`src/rtl/HANDOVER_unused_placeholder_removed.sv`:
```
`timescale 1ns/1ps

```
`src/rtl/lfdb_pkg.sv`:
```
package lfdb_pkg;
    // register bus geometry
    localparam int unsigned LFDB_ADDR_W = 4;
    localparam int unsigned LFDB_BYTE_W = 8;
    localparam int unsigned LFDB_DIV_W  = 12;
    localparam int unsigned LFDB_LEN_W  = 4;
    localparam int unsigned LFDB_IDX_W  = 3;
    localparam int unsigned LFDB_ID_W   = 6;
    localparam int unsigned LFDB_DEPTH  = 8;

    // register offsets (byte-wide registers on the plain port)
    localparam logic [LFDB_ADDR_W-1:0] LFDB_OFS_DIV_LO = 4'h0;
    localparam logic [LFDB_ADDR_W-1:0] LFDB_OFS_DIV_HI = 4'h1;
    localparam logic [LFDB_ADDR_W-1:0] LFDB_OFS_LEN    = 4'h2;
    localparam logic [LFDB_ADDR_W-1:0] LFDB_OFS_ID     = 4'h3;
    localparam logic [LFDB_ADDR_W-1:0] LFDB_OFS_SEL    = 4'h4;
    localparam logic [LFDB_ADDR_W-1:0] LFDB_OFS_DAT    = 4'h5;
    localparam logic [LFDB_ADDR_W-1:0] LFDB_OFS_CTRL   = 4'h6;
    localparam logic [LFDB_ADDR_W-1:0] LFDB_OFS_STAT   = 4'h7;

    // field positions
    localparam int unsigned LFDB_TXL_LO     = 4;
    localparam int unsigned LFDB_RXL_LO     = 0;
    localparam int unsigned LFDB_LEGACY_LO  = 4;
    localparam int unsigned LFDB_HOLD_BIT   = 3;
    localparam int unsigned LFDB_UART_BIT   = 0;
    localparam int unsigned LFDB_LIN13_BIT  = 1;
    localparam int unsigned LFDB_RXOK_BIT   = 0;
    localparam int unsigned LFDB_TXOK_BIT   = 1;
    localparam int unsigned LFDB_ERR_BIT    = 3;

    // reset values and length constants
    localparam logic [LFDB_BYTE_W-1:0] LFDB_BYTE_RST = 8'h00;
    localparam logic [LFDB_DIV_W-1:0]  LFDB_DIV_RST  = 12'h000;
    localparam logic [LFDB_LEN_W-1:0]  LFDB_LEN_MAX  = 4'h8;
    localparam logic [LFDB_LEN_W-1:0]  LFDB_LEN_2    = 4'h2;
    localparam logic [LFDB_LEN_W-1:0]  LFDB_LEN_4    = 4'h4;
    localparam logic [LFDB_LEN_W-1:0]  LFDB_LEN_8    = 4'h8;
    localparam logic [1:0]             LFDB_CODE_4   = 2'h2;
    localparam logic [1:0]             LFDB_CODE_8   = 2'h3;

    // one register bus request
    typedef struct packed {
        logic [LFDB_ADDR_W-1:0] addr;
        logic [LFDB_BYTE_W-1:0] wdata;
        logic                   wr;
        logic                   rd;
    } lfdb_bus_req_s;

    // one byte handed over with a strobe
    typedef struct packed {
        logic                   valid;
        logic [LFDB_BYTE_W-1:0] data;
    } lfdb_byte_strobe_s;

    typedef enum {LFDB_TX_IDLE, LFDB_TX_STREAM} lfdb_tx_state_e;
endpackage

```
`src/rtl/lfdb_top.sv`:
```
// Design decisions made here: the address-and-strobe port and the address map.
`timescale 1ns/1ps

module lfdb_fifo #(
    parameter int unsigned WIDTH = 8,
    parameter int unsigned DEPTH = 8
) (
    input  wire logic             clk_i,       // clock
    input  wire logic             rst_i,       // async reset, high
    input  wire logic             flush_i,     // drop all content
    input  wire logic             in_valid_i,  // word offered
    output logic                  in_ready_o,  // room for a word
    input  wire logic [WIDTH-1:0] in_data_i,   // word in
    output logic                  out_valid_o, // word available
    input  wire logic             out_ready_i, // consumer takes word
    output logic [WIDTH-1:0]      out_data_o   // word out
);
    localparam int unsigned AW = $clog2(DEPTH);

    logic [WIDTH-1:0] mem_ff [DEPTH];  // storage flops
    logic [AW-1:0]    wr_ptr_ff;       // next slot to fill
    logic [AW-1:0]    rd_ptr_ff;       // oldest slot
    logic [AW:0]      cnt_ff;          // words held
    logic             push;            // accepted write
    logic             pop;             // accepted read

    // full and empty come straight from the count, so they never lie
    assign in_ready_o  = (cnt_ff != (AW+1)'(DEPTH));
    assign out_valid_o = (cnt_ff != '0);
    assign out_data_o  = mem_ff[rd_ptr_ff];
    assign push        = in_valid_i && in_ready_o;
    assign pop         = out_valid_o && out_ready_i;

    // pointer step with wrap, for depths that are not powers of two
    function automatic logic [AW-1:0] step(input logic [AW-1:0] p);
        step = (p == AW'(DEPTH-1)) ? '0 : p + 1'b1;
    endfunction

    // write pointer and storage
    always_ff @(posedge clk_i or posedge rst_i)
    begin
        if (rst_i)
            wr_ptr_ff <= '0;
        else if (flush_i)
            wr_ptr_ff <= '0;
        else if (push)
        begin
            mem_ff[wr_ptr_ff] <= in_data_i;
            wr_ptr_ff         <= step(wr_ptr_ff);
        end
    end

    // read pointer
    always_ff @(posedge clk_i or posedge rst_i)
    begin
        if (rst_i)
            rd_ptr_ff <= '0;
        else if (flush_i)
            rd_ptr_ff <= '0;
        else if (pop)
            rd_ptr_ff <= step(rd_ptr_ff);
    end

    // occupancy
    always_ff @(posedge clk_i or posedge rst_i)
    begin
        if (rst_i)
            cnt_ff <= '0;
        else if (flush_i)
            cnt_ff <= '0;
        else if (push && !pop)
            cnt_ff <= cnt_ff + 1'b1;
        else if (pop && !push)
            cnt_ff <= cnt_ff - 1'b1;
    end
endmodule // lfdb_fifo

module lfdb_top (
    input  wire logic                      ref_clk_i,      // 50 MHz i/o clock
    input  wire logic                      rst_i,          // async reset, high
    input  wire lfdb_pkg::lfdb_bus_req_s   bus_i,          // register request
    output logic [7:0]                     rdata_o,        // read data, next cycle
    output logic                           baud_tick_o,    // one pulse per sample time
    output logic                           uart_mode_o,    // 1: uart, 0: lin
    output logic [3:0]                     tx_length_o,    // effective tx bytes
    output logic [3:0]                     rx_length_o,    // effective rx bytes
    output logic [5:0]                     frame_id_o,     // effective identifier
    output logic [1:0]                     id_parity_o,    // identifier parity
    input  wire logic                      tx_start_i,     // engine starts tx response
    output logic                           tx_valid_o,     // tx byte available
    output logic [7:0]                     tx_data_o,      // tx byte
    input  wire logic                      tx_ready_i,     // engine takes tx byte
    input  wire logic                      rx_start_i,     // engine starts rx response
    input  wire lfdb_pkg::lfdb_byte_strobe_s rx_i,         // received byte strobe
    input  wire logic                      tx_done_i,      // tx complete event
    input  wire logic                      rx_done_i,      // rx complete event
    input  wire logic                      err_i,          // error event
    output logic                           uart_tx_load_o, // uart byte written, pulse
    output logic [7:0]                     uart_tx_byte_o  // uart byte to send
);
    import lfdb_pkg::*;

    // software-held configuration
    logic [LFDB_DIV_W-1:0]  div_ff;           // baud divider
    logic [LFDB_BYTE_W-1:0] len_ff;           // response length register
    logic [LFDB_ID_W-1:0]   id_ff;            // writable identifier bits
    logic [LFDB_IDX_W-1:0]  index_ff;         // buffer index
    logic                   hold_ff;          // index hold bit
    logic                   uart_ff;          // uart mode select
    logic                   lin13_ff;         // legacy identifier layout
    // flags
    logic                   tx_ok_ff;         // tx complete flag
    logic                   rx_ok_ff;         // rx complete flag
    logic                   err_ff;           // error summary flag
    // data path
    logic [LFDB_BYTE_W-1:0] buf_ff [LFDB_DEPTH]; // response buffer
    logic [LFDB_BYTE_W-1:0] uart_rx_ff;       // uart receive register
    logic [LFDB_BYTE_W-1:0] uart_tx_ff;       // uart transmit register
    logic                   uart_load_ff;     // uart write pulse
    logic [LFDB_BYTE_W-1:0] rdata_ff;         // read data
    logic [LFDB_DIV_W-1:0]  baud_cnt_ff;      // divider counter
    logic                   tick_ff;          // baud tick
    logic [LFDB_LEN_W-1:0]  tx_len_ff;        // effective tx length out
    logic [LFDB_LEN_W-1:0]  rx_len_ff;        // effective rx length out
    logic [LFDB_ID_W-1:0]   fid_ff;           // effective id out
    logic [1:0]             par_ff;           // parity out
    lfdb_tx_state_e         tx_state_ff;      // tx streaming state
    logic [LFDB_IDX_W-1:0]  tx_ptr_ff;        // next byte to stream
    logic [LFDB_LEN_W-1:0]  tx_left_ff;       // bytes still to stream
    logic [LFDB_IDX_W-1:0]  rx_ptr_ff;        // next slot to fill
    logic [LFDB_LEN_W-1:0]  rx_left_ff;       // bytes still expected

    // decoded strobes
    logic                   wr_div_lo, wr_div_hi, wr_len, wr_id, wr_sel;
    logic                   wr_dat, rd_dat, wr_ctrl, wr_stat;
    logic                   lin_dat_acc;      // data access in lin mode
    logic                   rx_wr;            // engine byte into buffer
    logic [LFDB_LEN_W-1:0]  tx_len_eff;       // tx length after clamp/legacy
    logic [LFDB_LEN_W-1:0]  rx_len_eff;       // rx length after clamp/legacy
    logic [LFDB_ID_W-1:0]   fid_eff;          // identifier after layout
    logic                   fifo_in_valid;    // streaming offers a byte
    logic                   fifo_in_ready;    // fifo has room
    logic [LFDB_BYTE_W-1:0] rd_mux;           // register read value

    // address decode, used for every write strobe and the data read strobe
    function automatic logic hit(input lfdb_bus_req_s r, input logic [LFDB_ADDR_W-1:0] a);
        hit = (r.addr == a);
    endfunction

    // length field clamp, shared by tx and rx
    function automatic logic [LFDB_LEN_W-1:0] clamp(input logic [LFDB_LEN_W-1:0] l);
        clamp = (l > LFDB_LEN_MAX) ? LFDB_LEN_MAX : l;
    endfunction

    // legacy two-bit length code to byte count
    function automatic logic [LFDB_LEN_W-1:0] legacy_len(input logic [1:0] c);
        unique case (c)
            LFDB_CODE_8: legacy_len = LFDB_LEN_8;
            LFDB_CODE_4: legacy_len = LFDB_LEN_4;
            default:     legacy_len = LFDB_LEN_2;
        endcase
    endfunction

    assign wr_div_lo   = bus_i.wr && hit(bus_i, LFDB_OFS_DIV_LO);
    assign wr_div_hi   = bus_i.wr && hit(bus_i, LFDB_OFS_DIV_HI);
    assign wr_len      = bus_i.wr && hit(bus_i, LFDB_OFS_LEN);
    assign wr_id       = bus_i.wr && hit(bus_i, LFDB_OFS_ID);
    assign wr_sel      = bus_i.wr && hit(bus_i, LFDB_OFS_SEL);
    assign wr_dat      = bus_i.wr && hit(bus_i, LFDB_OFS_DAT);
    assign rd_dat      = bus_i.rd && hit(bus_i, LFDB_OFS_DAT);
    assign wr_ctrl     = bus_i.wr && hit(bus_i, LFDB_OFS_CTRL);
    assign wr_stat     = bus_i.wr && hit(bus_i, LFDB_OFS_STAT);
    assign lin_dat_acc = (wr_dat || rd_dat) && !uart_ff;

    // legacy layout takes length from the id code, else the clamped fields
    assign tx_len_eff = lin13_ff ? legacy_len(id_ff[LFDB_LEGACY_LO +: 2])
                                 : clamp(len_ff[LFDB_TXL_LO +: LFDB_LEN_W]);
    assign rx_len_eff = lin13_ff ? legacy_len(id_ff[LFDB_LEGACY_LO +: 2])
                                 : clamp(len_ff[LFDB_RXL_LO +: LFDB_LEN_W]);
    assign fid_eff    = lin13_ff ? {2'h0, id_ff[3:0]}
                                 : id_ff;

    // divider and mode configuration
    always_ff @(posedge ref_clk_i or posedge rst_i)
    begin
        if (rst_i)
        begin
            div_ff   <= LFDB_DIV_RST;
            uart_ff  <= 1'b0;
            lin13_ff <= 1'b0;
        end
        else
        begin
            if (wr_div_lo)
                div_ff[7:0] <= bus_i.wdata;
            if (wr_div_hi)
                div_ff[LFDB_DIV_W-1:8] <= bus_i.wdata[3:0];
            if (wr_ctrl)
            begin
                uart_ff  <= bus_i.wdata[LFDB_UART_BIT];
                lin13_ff <= bus_i.wdata[LFDB_LIN13_BIT];
            end
        end
    end

    // sample-time tick: one pulse every divider+1 clocks
    always_ff @(posedge ref_clk_i or posedge rst_i)
    begin
        if (rst_i)
        begin
            baud_cnt_ff <= LFDB_DIV_RST;
            tick_ff     <= 1'b0;
        end
        else if (baud_cnt_ff >= div_ff) // also recovers when divider shrinks
        begin
            baud_cnt_ff <= LFDB_DIV_RST;
            tick_ff     <= 1'b1;
        end
        else
        begin
            baud_cnt_ff <= baud_cnt_ff + 1'b1;
            tick_ff     <= 1'b0;
        end
    end

    // length and identifier registers; parity bits are never written
    always_ff @(posedge ref_clk_i or posedge rst_i)
    begin
        if (rst_i)
        begin
            len_ff <= LFDB_BYTE_RST;
            id_ff  <= '0;
        end
        else
        begin
            if (wr_len)
                len_ff <= bus_i.wdata;
            if (wr_id)
                id_ff <= bus_i.wdata[LFDB_ID_W-1:0];
        end
    end

    // buffer index: a select write wins over auto advance
    always_ff @(posedge ref_clk_i or posedge rst_i)
    begin
        if (rst_i)
        begin
            index_ff <= '0;
            hold_ff  <= 1'b0;
        end
        else if (wr_sel)
        begin
            // reserved upper bits are simply not stored
            index_ff <= bus_i.wdata[LFDB_IDX_W-1:0];
            hold_ff  <= bus_i.wdata[LFDB_HOLD_BIT];
        end
        else if (lin_dat_acc && !hold_ff)
            index_ff <= index_ff + 1'b1; // natural wrap seven to zero
    end

    // engine bytes land at the receive pointer in lin mode
    assign rx_wr = rx_i.valid && !uart_ff && (rx_left_ff != '0);

    // response buffer; the engine wins a same-slot clash since it cannot retry
    for (genvar gi = 0; gi < LFDB_DEPTH; gi++)
    begin : g_buf
        always_ff @(posedge ref_clk_i or posedge rst_i)
        begin
            if (rst_i)
                buf_ff[gi] <= LFDB_BYTE_RST;
            else if (rx_wr && rx_ptr_ff == LFDB_IDX_W'(gi))
                buf_ff[gi] <= rx_i.data;
            else if (wr_dat && !uart_ff && index_ff == LFDB_IDX_W'(gi))
                buf_ff[gi] <= bus_i.wdata;
        end
    end

    // receive pointer for lin responses
    always_ff @(posedge ref_clk_i or posedge rst_i)
    begin
        if (rst_i)
        begin
            rx_ptr_ff  <= '0;
            rx_left_ff <= '0;
        end
        else if (rx_start_i)
        begin
            rx_ptr_ff  <= '0;
            rx_left_ff <= rx_len_eff;
        end
        else if (rx_wr)
        begin
            rx_ptr_ff  <= rx_ptr_ff + 1'b1;
            rx_left_ff <= rx_left_ff - 1'b1;
        end
    end

    // uart mode: single unbuffered registers, no fifo
    always_ff @(posedge ref_clk_i or posedge rst_i)
    begin
        if (rst_i)
        begin
            uart_rx_ff   <= LFDB_BYTE_RST;
            uart_tx_ff   <= LFDB_BYTE_RST;
            uart_load_ff <= 1'b0;
        end
        else
        begin
            if (rx_i.valid && uart_ff)
                uart_rx_ff <= rx_i.data;
            if (wr_dat && uart_ff)
                uart_tx_ff <= bus_i.wdata;
            uart_load_ff <= wr_dat && uart_ff;
        end
    end

    // tx streaming: buffer bytes into the fifo, stalled by fifo back-pressure
    always_ff @(posedge ref_clk_i or posedge rst_i)
    begin
        if (rst_i)
        begin
            tx_state_ff <= LFDB_TX_IDLE;
            tx_ptr_ff   <= '0;
            tx_left_ff  <= '0;
        end
        else if (tx_start_i && !uart_ff)
        begin
            tx_ptr_ff   <= '0;
            tx_left_ff  <= tx_len_eff;
            tx_state_ff <= (tx_len_eff == '0) ? LFDB_TX_IDLE : LFDB_TX_STREAM;
        end
        else
        begin
            unique case (tx_state_ff)
                LFDB_TX_IDLE:
                    tx_state_ff <= LFDB_TX_IDLE;
                LFDB_TX_STREAM:
                    if (fifo_in_ready)
                    begin
                        tx_ptr_ff  <= tx_ptr_ff + 1'b1;
                        tx_left_ff <= tx_left_ff - 1'b1;
                        if (tx_left_ff == 4'h1)
                            tx_state_ff <= LFDB_TX_IDLE;
                    end
            endcase
        end
    end

    assign fifo_in_valid = (tx_state_ff == LFDB_TX_STREAM);

    // eight-word queue between buffer and engine; a new start drops leftovers
    lfdb_fifo #(
        .WIDTH (LFDB_BYTE_W),
        .DEPTH (LFDB_DEPTH)
    ) u_tx_fifo (
        .clk_i       (ref_clk_i),
        .rst_i       (rst_i),
        .flush_i     (tx_start_i && !uart_ff),
        .in_valid_i  (fifo_in_valid),
        .in_ready_o  (fifo_in_ready),
        .in_data_i   (buf_ff[tx_ptr_ff]),
        .out_valid_o (tx_valid_o),
        .out_ready_i (tx_ready_i),
        .out_data_o  (tx_data_o)
    );

    // flags: an event in the clearing cycle survives
    always_ff @(posedge ref_clk_i or posedge rst_i)
    begin
        if (rst_i)
        begin
            tx_ok_ff <= 1'b0;
            rx_ok_ff <= 1'b0;
            err_ff   <= 1'b0;
        end
        else
        begin
            if (tx_done_i)
                tx_ok_ff <= 1'b1;
            else if ((wr_stat && bus_i.wdata[LFDB_TXOK_BIT]) || (wr_dat && uart_ff))
                tx_ok_ff <= 1'b0;
            if (rx_done_i)
                rx_ok_ff <= 1'b1;
            else if ((wr_stat && bus_i.wdata[LFDB_RXOK_BIT]) || (rd_dat && uart_ff))
                rx_ok_ff <= 1'b0;
            if (err_i)
                err_ff <= 1'b1;
            else if ((wr_stat && bus_i.wdata[LFDB_ERR_BIT]) || (rd_dat && uart_ff))
                err_ff <= 1'b0;
        end
    end

    // read multiplexer; unmapped offsets read zero
    always_comb
    begin
        rd_mux = LFDB_BYTE_RST;
        unique case (bus_i.addr)
            LFDB_OFS_DIV_LO: rd_mux = div_ff[7:0];
            LFDB_OFS_DIV_HI: rd_mux = {4'h0, div_ff[LFDB_DIV_W-1:8]};
            LFDB_OFS_LEN:    rd_mux = len_ff;
            LFDB_OFS_ID:     rd_mux = {par_ff, id_ff};
            LFDB_OFS_SEL:    rd_mux = {4'h0, hold_ff, index_ff};
            LFDB_OFS_DAT:    rd_mux = uart_ff ? uart_rx_ff : buf_ff[index_ff];
            LFDB_OFS_CTRL:   rd_mux = {6'h00, lin13_ff, uart_ff};
            LFDB_OFS_STAT:   rd_mux = {4'h0, err_ff, 1'b0, tx_ok_ff, rx_ok_ff};
            default:         rd_mux = LFDB_BYTE_RST;
        endcase
    end

    // read data stand for one cycle only, zero otherwise
    always_ff @(posedge ref_clk_i or posedge rst_i)
    begin
        if (rst_i)
            rdata_ff <= LFDB_BYTE_RST;
        else
            rdata_ff <= bus_i.rd ? rd_mux : LFDB_BYTE_RST;
    end

    // registered view for the engine; one cycle behind the registers
    always_ff @(posedge ref_clk_i or posedge rst_i)
    begin
        if (rst_i)
        begin
            tx_len_ff <= '0;
            rx_len_ff <= '0;
            fid_ff    <= '0;
            par_ff    <= 2'h0;
        end
        else
        begin
            tx_len_ff <= tx_len_eff;
            rx_len_ff <= rx_len_eff;
            fid_ff    <= fid_eff;
            // protected identifier parity over the six identifier bits
            par_ff[0] <= id_ff[0] ^ id_ff[1] ^ id_ff[2] ^ id_ff[4];
            par_ff[1] <= ~(id_ff[1] ^ id_ff[3] ^ id_ff[4] ^ id_ff[5]);
        end
    end

    assign rdata_o        = rdata_ff;
    assign baud_tick_o    = tick_ff;
    assign uart_mode_o    = uart_ff;
    assign tx_length_o    = tx_len_ff;
    assign rx_length_o    = rx_len_ff;
    assign frame_id_o     = fid_ff;
    assign id_parity_o    = par_ff;
    assign uart_tx_load_o = uart_load_ff;
    assign uart_tx_byte_o = uart_tx_ff;
endmodule // lfdb_top

```
`config.mk`:
```
export PLATFORM = sky130hd
export DESIGN_NAME = lfdb_top
export DESIGN_NICKNAME = d
export VERILOG_FILES = /design/src/rtl/HANDOVER_unused_placeholder_removed.sv /design/src/rtl/lfdb_pkg.sv /design/src/rtl/lfdb_top.sv
export SDC_FILE = /design/constraint.sdc
export NUM_CORES = 1
export LEC_CHECK = 0
export BUFFER_PORTS_ARGS = -buffer_cell sky130_fd_sc_hd__buf_2
export CAP_MARGIN = 40
export CORE_MARGIN = 5
export CORE_UTILIZATION = 50
export CTS_BUF_LIST = sky130_fd_sc_hd__clkbuf_8
export CTS_CLUSTER_SIZE = 40
export DETAILED_ROUTE_END_ITERATION = 10
export PLACE_DENSITY = 0.66
export RECOVER_POWER = 100
export SLEW_MARGIN = 5
export SYNTH_ARGS = -nofsm -noshare
export SYNTH_HDL_FRONTEND = slang
export SYNTH_SLANG_ARGS = --single-unit
```
`constraint.sdc`:
```
create_clock -name ref_clk_i -period 11.9 [get_ports ref_clk_i]
set_input_delay 0.595 -clock ref_clk_i [delete_from_list [all_inputs] [get_ports ref_clk_i]]
set_output_delay 0.595 -clock ref_clk_i [all_outputs]
set_load 0.02 [all_outputs]
```
======== Word-level counts from Yosys, hierarchy flattened ========
Memories as Yosys holds them, arrays and structs flattened.
Index checks and enable logic that the tools add are counted.
storage, ports and cells
  RAM bits ................................ 64
  bits of input ports ..................... 31
  output and inout bits ................... 44
  memories ................................ 1
  bits in registers ....................... 209
cells by class
  $lt $le $gt $ge ......................... 5
  eq/ne operators ......................... 31
  reduce and logical (&&, ||, !) cells .... 78
  muxes and demuxes ....................... 68
  bitwise gates (word level) .............. 9
  add/subtract/negate cells ............... 10
memory list
  name              words  width  rd ports  clocked after Yosys merged registers in  wr ports  RTL line        text
  u_tx_fifo.mem_ff  8      8      1         0                                        1         lfdb_top.sv:20  logic [WIDTH-1:0] mem_ff [DEPTH];
operators by type and width
  kind                                                  count
  two-way mux 8 bit                                     22
  two-way mux 32 bit                                    3
  case mux 32 bit (2 select lines)                      1
  case mux 8 bit (8 select lines)                       1
  binary-select mux 8 bit (select 3 bit)                2
  two-way mux 4 bit                                     12
  logical AND 1 bit                                     42
  two-way mux 3 bit                                     13
  nonzero test 2 bit                                    17
  equality test 32 x 1 -> 1 bit, second input constant  1
  equality test 32 x 2 -> 1 bit, second input constant  1
  logical NOT 32 bit                                    1
  equality test 3 bit, second input constant            10
  equality test 4 x 3 -> 1 bit, second input constant   4
  adder 3 x 1 -> 3 bit, second input constant           5
  adder 12 x 1 -> 12 bit, second input constant         1
  equality test 3 x 2 -> 1 bit, second input constant   4
  >= comparator 12 bit                                  1
  two-way mux 12 bit                                    1
  subtractor 4 x 1 -> 4 bit, second input constant      3
  two-way mux 1 bit                                     11
  equality test 4 x 1 -> 1 bit, second input constant   2
  equality test 4 x 2 -> 1 bit, second input constant   2
  >= comparator 4 bit, second input constant            2
  other kinds (19)                                      39

======== Logic depth before layout (Yosys ltp) ========
Gate-level depths: netlist of the first run.
  depth in word-level cells ............... 7
  mapped depth ............................ 11

======== Hierarchy ========
Synthesis of the first run repeated with hierarchy kept, for this count alone.
second synthesis, totals
  cell total of the unflattened synthesis .. 922
  area total of the unflattened synthesis .. 12657.1 um^2
by module, submodules not included
  module     instances  area an instance (um^2)  cells each
  lfdb_top   1          9511.6                   744
  lfdb_fifo  1          3145.5                   178

======== Least setup slack after synthesis of the first run ========
OpenSTA, ideal clock, no wires.
  path type ............................... in2reg
  start ................................... input rst_i
  end ..................................... memory u_tx_fifo.mem_ff[2][0] (enable)
  data arrival time ....................... 5.623 ns
  buffers on the path ..................... 0
  required time ........................... 11.516 ns
  stages .................................. 3
  slack ................................... 5.893 ns
  path through ............................ inv_1 > nand2_1 > nor3_1
on the way
  longest elaborated chain between the ends .. 3
ends and longest elaborated chain
  element                                  RTL line        text
  from (decl)                              lfdb_top.sv:80  input wire logic rst_i,
  logical NOT 1 bit (no line)              --
  logical AND 1 bit (implied by the code)  lfdb_top.sv:48  mem_ff[wr_ptr_ff] <= in_data_i;
  two-way mux 1 bit (implied by the code)  lfdb_top.sv:48
  to (decl)                                lfdb_top.sv:20
Every way passes these cells.

======== Worst setup path in the final report of the first run ========
  start ................................... input rst_i
  end ..................................... memory u_tx_fifo.mem_ff[2][3] (enable)
Same word-level chain as after synthesis.

==> results of run 1 <==
-- cells in the mapped netlist (all sizes together) (2+ instances only) --
cell type,count,area (um^2)
a211o,3,26.28
a21o,7,52.55
a21oi,45,225.2
a221o,2,20.02
a22o,2,17.52
a22oi,5,37.54
a31o,2,17.52
a31oi,5,50.05
and2,3,18.77
and3,4,25.02
and4,5,48.80
buf,25,156.4
clkbuf,31,116.4
clkinv,2,7.510
dfrtp,178,4454
edfxtp,64,1922
ha,36,450.4
inv,30,112.6
mux2,180,2087
mux2i,21,210.2
mux4,49,1104
nand2,37,138.9
nand2b,6,37.54
nand3,20,100.1
nand3b,5,37.54
nand4,4,25.02
nand4b,4,35.03
nor2,36,137.6
nor2b,6,37.54
nor3,24,140.1
nor3b,3,27.52
nor4,6,37.54
nor4b,2,23.77
o211ai,3,22.52
o21ai,14,70.06
o221ai,4,35.03
or3,5,31.28
or3b,3,26.28
or4,4,30.03
xnor2,13,113.9
xor2,14,122.6
-- path summary, 6_finish.rpt --
path / startpoint / endpoint / slack (ps) / depth (start not counted)
worst max-delay path: rst_i / u_tx_fifo.mem_ff[2][3]$_DFFE_PP_ / 6320 / 6
worst min-delay path: rx_done_i / rx_ok_ff$_DFFE_PP0P_ / 260 / 2
worst max register to register: index_ff[0]$_DFFE_PP0P_ / buf_ff[27]$_DFFE_PP0P_ / 7950 / 5
worst min register to register: id_ff[2]$_DFFE_PP0P_ / frame_id_o[2]$_DFF_PP0_ / 440 / 0
max in group asynchronous: rst_i / id_ff[2]$_DFFE_PP0P_ / 6520 / 5
min in group asynchronous: rst_i / u_tx_fifo.cnt_ff[3]$_DFFE_PP0P_ / 570 / 2
-- state kept, by name (all words and copies together), names as in the netlist, 8 cells and up --
name,flops
uart_tx_byte_o,8
baud_cnt_ff,12
u_tx_fifo.mem_ff,64
div_ff,12
rdata_o,8
len_ff,8
buf_ff,64
uart_rx_ff,8
-- logic make-up after synthesis --
kind of cell | count (synthesis)
XOR/XNOR | 27
adder cells (fa/ha/maj) | 37
multiplexers | 250
buffers and inverters | 88
flip-flops | 242
AND/OR/NAND/NOR | 180
AO/OA/AOI/OAI | 99
-- stage by stage --
step	power (mW)	hold slack, ps
3_3_place_gp	2.544	430.9
5_1_grt	3.451	231.5
4_1_cts	3.320	74.85
6_report	3.233	257.2
2_1_floorplan	2.239	403.1
3_5_place_dp	2.593	429.1
-- power breakdown --
| group | total [mW] | internal, mW | switching [mW] |
|---|---|---|---|
| Combinational | 1.15 | 0.559 | 0.594 |
| Clock | 0.715 | 0.387 | 0.328 |
| Sequential | 1.37 | 1.14 | 0.222 |
| Total | 3.23 | 2.09 | 1.14 |
-- critical path, cell delays in order --
cell and delay [ps]:
sky130_fd_sc_hd__clkbuf_1 130, sky130_fd_sc_hd__clkinvlp_2 1080, sky130_fd_sc_hd__clkbuf_1 2620, sky130_fd_sc_hd__nand2_1 500
sky130_fd_sc_hd__nor3_1 500, sky130_fd_sc_hd__clkbuf_1 340
-- cell type report --
| cell class | count | area (um^2) | share of cell area |
|---|---|---|---|
| Clock buffer | 48 | 660.6 | 0.04788 |
| Clock inverter | 24 | 123.9 | 0.008978 |
| Inverter | 32 | 121.4 | 0.008797 |
| Multi-Input combinational cell | 593 | 5639 | 0.4087 |
| Sequential cell | 242 | 6376 | 0.4621 |
| Tap cell | 324 | 405.4 | 0.02938 |
| Timing Repair Buffer | 96 | 470.5 | 0.03410 |
-- layer usage --
| layer | wire length (um) | global-route usage |
|---|---|---|
| met1 | 13930 | 0.3148 |
| met2 | 14240 | 0.3468 |
| met3 | 1433 | 0.03494 |
| met4 | 803 | 0.06845 |
| met5 | 0 | 0 |
==> impl_metrics.sql, run 1 <==
INSERT INTO impl_metrics (metric_group, metric, value, unit) VALUES
('sta', 'fin_worst_skew', '20.95', 'ps'),
('hold_path', 'worstHoldPathType', 'input port to flop', ''),
('sta', 'slew_of_the_pin_with_the_lowest_slew_margin', '3632', 'ps'),
('logic_synthesis', 'largest_family_of_logic_cells_by_synthesized_area', 'multiplexers', ''),
('placement', 'placement.setup.worst_slack', '8965', 'ps'),
('cts', 'cts_buffer_depth', '3', ''),
('cts', 'numClockSinks', '242', ''),
('sta', 'min_period_over_period', '0.4689', ''),
('logic_synthesis', 'synthCells', '923', ''),
('drt', 'vias', '7914', ''),
('global_route', 'grt_start_max_net_pins', '69', ''),
('logic_synthesis', 'synthMuxAreaShare', '0.2722', ''),
('worst_setup_path', 'cp_data_arrival_time', '5770', 'ps'),
('worst_setup_path', 'critical_path.max_fanout', '68', ''),
('cts', 'cts_h_tree_lvls', '2', ''),
('global_route', 'grt_pass1_vias', '8213', ''),
('flow_run', 'drv_cap', '4', ''),
('floorplanning', 'floorplan.io_pins', '75', ''),
('drt', 'detail_route.wl_per_cell', '22.38', 'um'),
('global_route', 'grt_pass1_wl', '48600', 'um'),
('worst_setup_path', 'worstSetupEndpointType', 'flop', ''),
('placement', 'place.detailed.hpwl', '21110', 'um'),
('floorplanning', 'die-area', '0.02825', 'mm^2'),
('logic_synthesis', 'yosys.area_share.adder', '0.03765', ''),
('worst_setup_path', 'cp-start-kind', 'input port', ''),
('cts', 'insertion_delay', '540', 'ps'),
('cts', 'post_cts_gate_resize_count', '0', ''),
('power', 'leakagePower', '5.685', 'nW'),
('logic_synthesis', 'postSynth.asyncResetShare', '0.7355', ''),
('final_layout', 'n_fill_cell', '2071', ''),
('cts', 'cts_root_buffer', 'sky130_fd_sc_hd__clkbuf_8', ''),
('drt', 'first_pass_iters', '7', ''),
('power', 'power.density', '234.3', 'mW/mm^2'),
('outcome', 'status', 'finished with violations', ''),
('drt', 'dr.first_iter.drc_count', '565', ''),
('logic_synthesis', 'synth-seq-area-share', '0.5103', ''),
('floorplanning', 'core-area', '0.02446', 'mm^2'),
('worst_setup_path', 'required', '12090', 'ps'),
('placement', 'globalplace.congestion', '0.8290', ''),
('global_route', 'overflow', '0', ''),
('worst_setup_path', 'worstSetupPathType', 'input port to flop', ''),
('logic_synthesis', 'synth-compound-area-share', '0.05067', ''),
('global_route', 'grt_usage', '0.2194', ''),
('outcome', 'violations', 'max-capacitance violations, max-slew violations', ''),
('logic_synthesis', 'synth_nets', '991', ''),
('final_layout', 'layout_common_cells', 'sky130_fd_sc_hd__dfrtp_1 (178), sky130_fd_sc_hd__mux2_2 (156), sky130_fd_sc_hd__edfxtp_1 (64), sky130_fd_sc_hd__clkbuf_1 (59), sky130_fd_sc_hd__mux4_2 (49)', ''),
('final_layout', 'final_net_count', '1074', ''),
('sta', 'setup_violations', '0', ''),
('drt', 'detail_route.vias_per_cell', '5.823', ''),
('power', 'worst_ir_drop_vdd', '0.1170', 'mV'),
('cts', 'clock_tree_from_tritoncts', 'yes', ''),
('sta', 'layout_min_cycle_time', '5579', 'ps'),
('logic_synthesis', 'postSynthRegisterBits', '242', ''),
('logic_synthesis', 'synth_cell_types', '64', ''),
('sta', 'grt_setup_unrepaired', 'no', ''),
('logic_synthesis', 'post_synth_xor_area_fraction', '0.01893', ''),
('cts', 'hold_buffers', '0', ''),
('final_layout', 'n_antenna_cell', '0', ''),
('sta', 'hold_violations', '0', ''),
('placement', 'placed_cell_area', '0.01323', 'mm^2'),
('final_layout', 'postLayoutCellArea', '0.01380', 'mm^2'),
('sta', 'finalSetupTns', '0', 'ps'),
('sta', 'slew_headroom', '-1.421', ''),
('cts', 'clkTransAtPathRegs', '60', 'ps'),
('floorplanning', 'placement_rows', '57', ''),
('logic_synthesis', 'synthesis.area_per_instance', '13.54', 'um^2'),
('drt', 'totalWireLength', '30410', 'um'),
('placement', 'place_inst', '1287', ''),
('sta', 'slew_violations', '141', ''),
('cts', 'numCtsBuffers', '41', ''),
('drt', 'drtAntennaViolNets', '0', '');
Power figures use the tool's default switching activity.
==> run 2, diff against run 1 <==
--- a/config.mk
+++ b/config.mk
@@ -5,6 +5,7 @@
 export SDC_FILE = /design/constraint.sdc
 export NUM_CORES = 1
 export LEC_CHECK = 0
+export ABC_AREA = 1
 export BUFFER_PORTS_ARGS = -buffer_cell sky130_fd_sc_hd__buf_2
 export CAP_MARGIN = 40
 export CORE_MARGIN = 5
==> constraint.sdc (replaced) <==
create_clock -name ref_clk_i -period 5.3 [get_ports ref_clk_i]
set_input_delay 0.265 -clock ref_clk_i [delete_from_list [all_inputs] [get_ports ref_clk_i]]
set_output_delay 0.265 -clock ref_clk_i [all_outputs]
set_load 0.02 [all_outputs]
==> run 2 against run 1 <==
The flow still finishes with violations (max-capacitance violations, max-slew violations); register-to-register slack worse by 6400 ps; largest power group unchanged; critical path depth up 2; cell count up 42%; sequential power up 110%; core utilization up 0.19 points; clock skew up 3.5 ps.
==> impl_metrics.sql, run 2 <==
INSERT INTO impl_metrics (metric_group, metric, value, unit) VALUES
('final_layout', 'drive_gt1_frac', '0.07375', ''),
('global_route', 'antenna_found_initial', '0', ''),
('power', 'share_clk_of_total_power', '0.245', ''),
('sta', 'layout_min_cycle_time', '3718', 'ps'),
('global_route', 'overflow', '0', ''),
('final_layout', 'n_antenna_cell', '0', ''),
('outcome', 'status', 'finished with violations', ''),
('final_layout', 'largestRegisters', 'buf_ff (64), u_tx_fifo.mem_ff (64)', ''),
('drt', 'dr.first_iter.drc_count', '1069', ''),
('worst_setup_path', 'cp-start-kind', 'flop', ''),
('sta', 'slew_of_the_pin_with_the_lowest_slew_margin', '3826', 'ps'),
('drt', 'vias', '10550', ''),
('final_layout', 'layout_common_cells', 'sky130_fd_sc_hd__nand2_1 (485), sky130_fd_sc_hd__dfrtp_1 (178), sky130_fd_sc_hd__nor2_1 (165), sky130_fd_sc_hd__o21ai_0 (122), sky130_fd_sc_hd__inv_1 (105)', ''),
('drt', 'totalWireLength', '36000', 'um'),
('power', 'reg_power_frac', '0.407', ''),
('worst_setup_path', 'required', '5780', 'ps'),
('sta', 'slew_violations', '83', ''),
('floorplanning', 'placement_rows', '57', ''),
('floorplanning', 'die_height', '167.6', 'um'),
('global_route', 'grt_usage', '0.2547', ''),
('logic_synthesis', 'synth-compound-area-share', '0.1211', ''),
('floorplanning', 'floorplan.io_pins', '75', ''),
('global_route', 'grt_pass1_wl', '56770', 'um'),
('cts', 'numClockSinks', '242', ''),
('logic_synthesis', 'synthDominantCellAreaShare', '0.3585', ''),
('cts', 'cts_h_tree_lvls', '2', ''),
('logic_synthesis', 'synthCells', '1489', ''),
('global_route', 'grt_pass1_vias', '9962', ''),
('logic_synthesis', 'ys_top_cells_by_count', 'sky130_fd_sc_hd__nand2_1 (478), sky130_fd_sc_hd__dfrtp_1 (178), sky130_fd_sc_hd__nor2_1 (164)', ''),
('logic_synthesis', 'synthesis.area', '0.01242', 'mm^2'),
('worst_setup_path', 'timing.critical_path.slowest_stage_cell', 'sky130_fd_sc_hd__clkinvlp_2', ''),
('sta', 'finalSetupTns', '0', 'ps'),
('power', 'total_switching_power', '2.898', 'mW'),
('power', 'power.internal', '4.262', 'mW'),
('hold_path', 'whs_path_depth', '3', ''),
('placement', 'place.detailed.hpwl', '24970', 'um'),
('cts', 'numCtsBuffers', '42', ''),
('logic_synthesis', 'synth_cell_types', '44', ''),
('worst_setup_path', 'critPathMaxStageDelay', '790', 'ps'),
('logic_synthesis', 'synth-seq-area-share', '0.5132', ''),
('floorplanning', 'core-area', '0.02439', 'mm^2'),
('sta', 'clock.fmax', '0.2690', 'GHz'),
('logic_synthesis', 'postSynth.asyncResetShare', '0.7355', ''),
('flow_run', 'drv_cap', '1', ''),
('final_layout', 'final_net_count', '1636', ''),
('cts', 'cts_buffer_depth', '3', ''),
('drt', 'first_pass_iters', '6', ''),
('drt', 'detail_route.vias_per_cell', '5.485', ''),
('drt', 'drtAntennaViolNets', '0', ''),
('final_layout', 'n_fill_cell', '2294', ''),
('placement', 'buffers_on_ports', '74', ''),
('global_route', 'grt_start_max_net_pins', '83', ''),
('floorplanning', 'die_x', '167.6', 'um'),
('logic_synthesis', 'largest_family_of_logic_cells_by_synthesized_area', 'simple AND/OR/NAND/NOR gates', ''),
('logic_synthesis', 'number_of_enable_flip_flop_cells_after_synthesis', '64', ''),
('worst_setup_path', 'worstSetupEndpointType', 'flop', ''),
('worst_setup_path', 'worst-r2r-cell-count', '8', ''),
('sta', 'slew_headroom', '-1.564', ''),
('final_layout', 'most_common_library_cell_in_the_layout_ignoring_fill_and_taps', 'sky130_fd_sc_hd__nand2_1', ''),
('sta', 'fin_worst_skew', '24.48', 'ps'),
('power', 'combPwrFrac', '0.348', ''),
('placement', 'globalplace.congestion', '0.9110', ''),
('sta', 'grt_setup_unrepaired', 'no', ''),
('worst_setup_path', 'timing.critical_path.cells', 'clkinvlp_2 -> nand3_1 -> clkinvlp_2 -> nand3_1 -> nand2_1 -> inv_1 -> nand2_1 -> nand2_1', ''),
('logic_synthesis', 'post_synth_xor_area_fraction', '0.01410', ''),
('drt', 'drt_drc_violations_left', '0', ''),
('logic_synthesis', 'yosys.area_share.adder', '0.03787', ''),
('sta', 'setup_violations', '0', ''),
('logic_synthesis', 'synth_area_leaders', 'sky130_fd_sc_hd__dfrtp_1 (36%), sky130_fd_sc_hd__edfxtp_1 (15%), sky130_fd_sc_hd__nand2_1 (14%)', ''),
('logic_synthesis', 'synth_top_flop_cell', 'sky130_fd_sc_hd__dfrtp_1', ''),
('worst_setup_path', 'critical_path.max_fanout', '18', ''),
('final_layout', 'syn2layout_area_growth', '11.10', '%'),
('worst_setup_path', 'critPathBufInv', '3', ''),
('power', 'power.density', '518.8', 'mW/mm^2'),
('worst_setup_path', 'cp.depth', '8', ''),
('logic_synthesis', 'synthesis.area_per_instance', '8.343', 'um^2'),
('logic_synthesis', 'synthSimpleGateAreaFrac', '0.2572', ''),
('logic_synthesis', 'synth_top_cell_by_area', 'sky130_fd_sc_hd__dfrtp_1', ''),
('floorplanning', 'floorplan.initialDensity', '0.5093', ''),
('logic_synthesis', 'yosysMostFrequentCell', 'sky130_fd_sc_hd__nand2_1', ''),
('cts', 'clkTransAtPathRegs', '70', 'ps'),
('power', 'netSwitchingFraction', '0.4047', ''),
('logic_synthesis', 'ys.warnings.count', '0', ''),
('cts', 'post-cts-setup-buffers', '0', ''),
('logic_synthesis', 'synth_nets', '1557', ''),
('cts', 'insertion_delay', '560', 'ps'),
('floorplanning', 'die-area', '0.02810', 'mm^2'),
('worst_setup_path', 'critical_path.most_common_cell', 'sky130_fd_sc_hd__nand2_1', ''),
('cts', 'cts_root_buffer', 'sky130_fd_sc_hd__clkbuf_8', ''),
('worst_setup_path', 'cp_data_arrival_time', '4200', 'ps'),
('hold_path', 'worstHoldPathType', 'input port to flop', ''),
('cts', 'clock_tree_from_tritoncts', 'yes', ''),
('sta', 'hold_ws', '49.07', 'ps'),
('outcome', 'violations', 'max-capacitance violations, max-slew violations', ''),
('worst_setup_path', 'worstSetupPathType', 'flop to flop', ''),
('sta', 'min_period_over_period', '0.7015', ''),
('power', 'leakagePower', '6.532', 'nW'),
('sta', 'hold_violations', '0', ''),
('logic_synthesis', 'postSynthRegisterBits', '242', ''),
('power', 'worst_ir_drop_vdd', '0.2444', 'mV'),
('drt', 'detail_route.wl_per_cell', '18.71', 'um'),
('logic_synthesis', 'synthMuxAreaShare', '0.0008057', ''),
('worst_setup_path', 'critPathTopFamily', 'buffers and inverters', '');
[run 2: cells by family after synthesis]
family                   Yosys count
AO/OA/AOI/OAI                    257
XOR/XNOR                          20
adder cells (fa/ha/maj)           37
buffers and inverters            162
flip-flops                       242
multiplexers                       1
AND/OR/NAND/NOR                  770
[run 2: stage by stage]
| step | instance area [um^2] | std cells | setup slack [ps] | power (mW) | utilization |
|---|---|---|---|---|---|
| 3_5_place_dp | 13090 | 1843 | 2620 | 5.480 | 0.5366 |
| 3_3_place_gp | 12950 | 1835 | 2662 | 5.385 | 0.5310 |
| 5_1_grt | 13800 | 1924 | 1243 | 7.648 | 0.5659 |
| 4_1_cts | 14010 | 1924 | 2424 | 7.247 | 0.5744 |
| 6_report | 13800 | 1924 | 1582 | 7.160 | 0.5659 |
| 2_1_floorplan | 12420 | 1489 | 204.7 | 4.611 | - |
[run 2: area by class of cell]
cell class / instances / area [um^2] / share of cell area
clock buffer: 53 / 729.5 / 0.05285
tap: 324 / 405.4 / 0.02937
multi-input combinational: 1085 / 5246 / 0.3801
timing repair buffer: 93 / 508.0 / 0.03681
clock inverter: 23 / 142.6 / 0.01033
sequential: 242 / 6376 / 0.4620
inverter: 104 / 394.1 / 0.02856
[run 2: tightest hold or removal path, stage by stage]
cell	delay, ps
sky130_fd_sc_hd__buf_2	130
sky130_fd_sc_hd__o211ai_1	110
sky130_fd_sc_hd__nand2_1	60
[run 2: worst paths after layout]
kind | startpoint | to | slack [ps]
worst max-delay path | uart_mode_o$_DFFE_PP0P_ | buf_ff[53]$_DFFE_PP0P_ | 1580
worst min-delay path | rx_i[6] | buf_ff[6]$_DFFE_PP0P_ | 50
worst max register to register | uart_mode_o$_DFFE_PP0P_ | buf_ff[53]$_DFFE_PP0P_ | 1580
worst min register to register | baud_cnt_ff[0]$_DFF_PP0_ | baud_cnt_ff[0]$_DFF_PP0_ | 470
max in group asynchronous | rst_i | tx_left_ff[2]$_DFFE_PP0P_ | 1990
min in group asynchronous | rst_i | u_tx_fifo.rd_ptr_ff[0]$_DFFE_PP0P_ | 1410
[run 2: power groups by stage]
stage / sequential (mW) / clock [mW] / combinational (mW)
final: 2.92 / 1.75 / 2.49
after global routing: 2.96 / 1.88 / 2.81
after CTS: 2.91 / 1.78 / 2.56
after detailed placement: 2.94 / 0 / 2.54
after global placement: 2.96 / 0 / 2.43
after floorplan: 2.80 / 0 / 1.81
[run 2: repair_timing]
action                                 in CTS  in global routing
resized for setup                           0                  0
hold buffers                                5                  0
endpoints found under the hold margin      85                  0
[run 2: per-layer routing]
layer	vias to the layer above	part of all wire	global-route usage
li1	5105	-	-
met1	4969	0.45	0.3646
met2	395	0.45	0.4013
met3	84	0.067	0.04196
met4	0	0.033	0.07798
met5	-	0	0
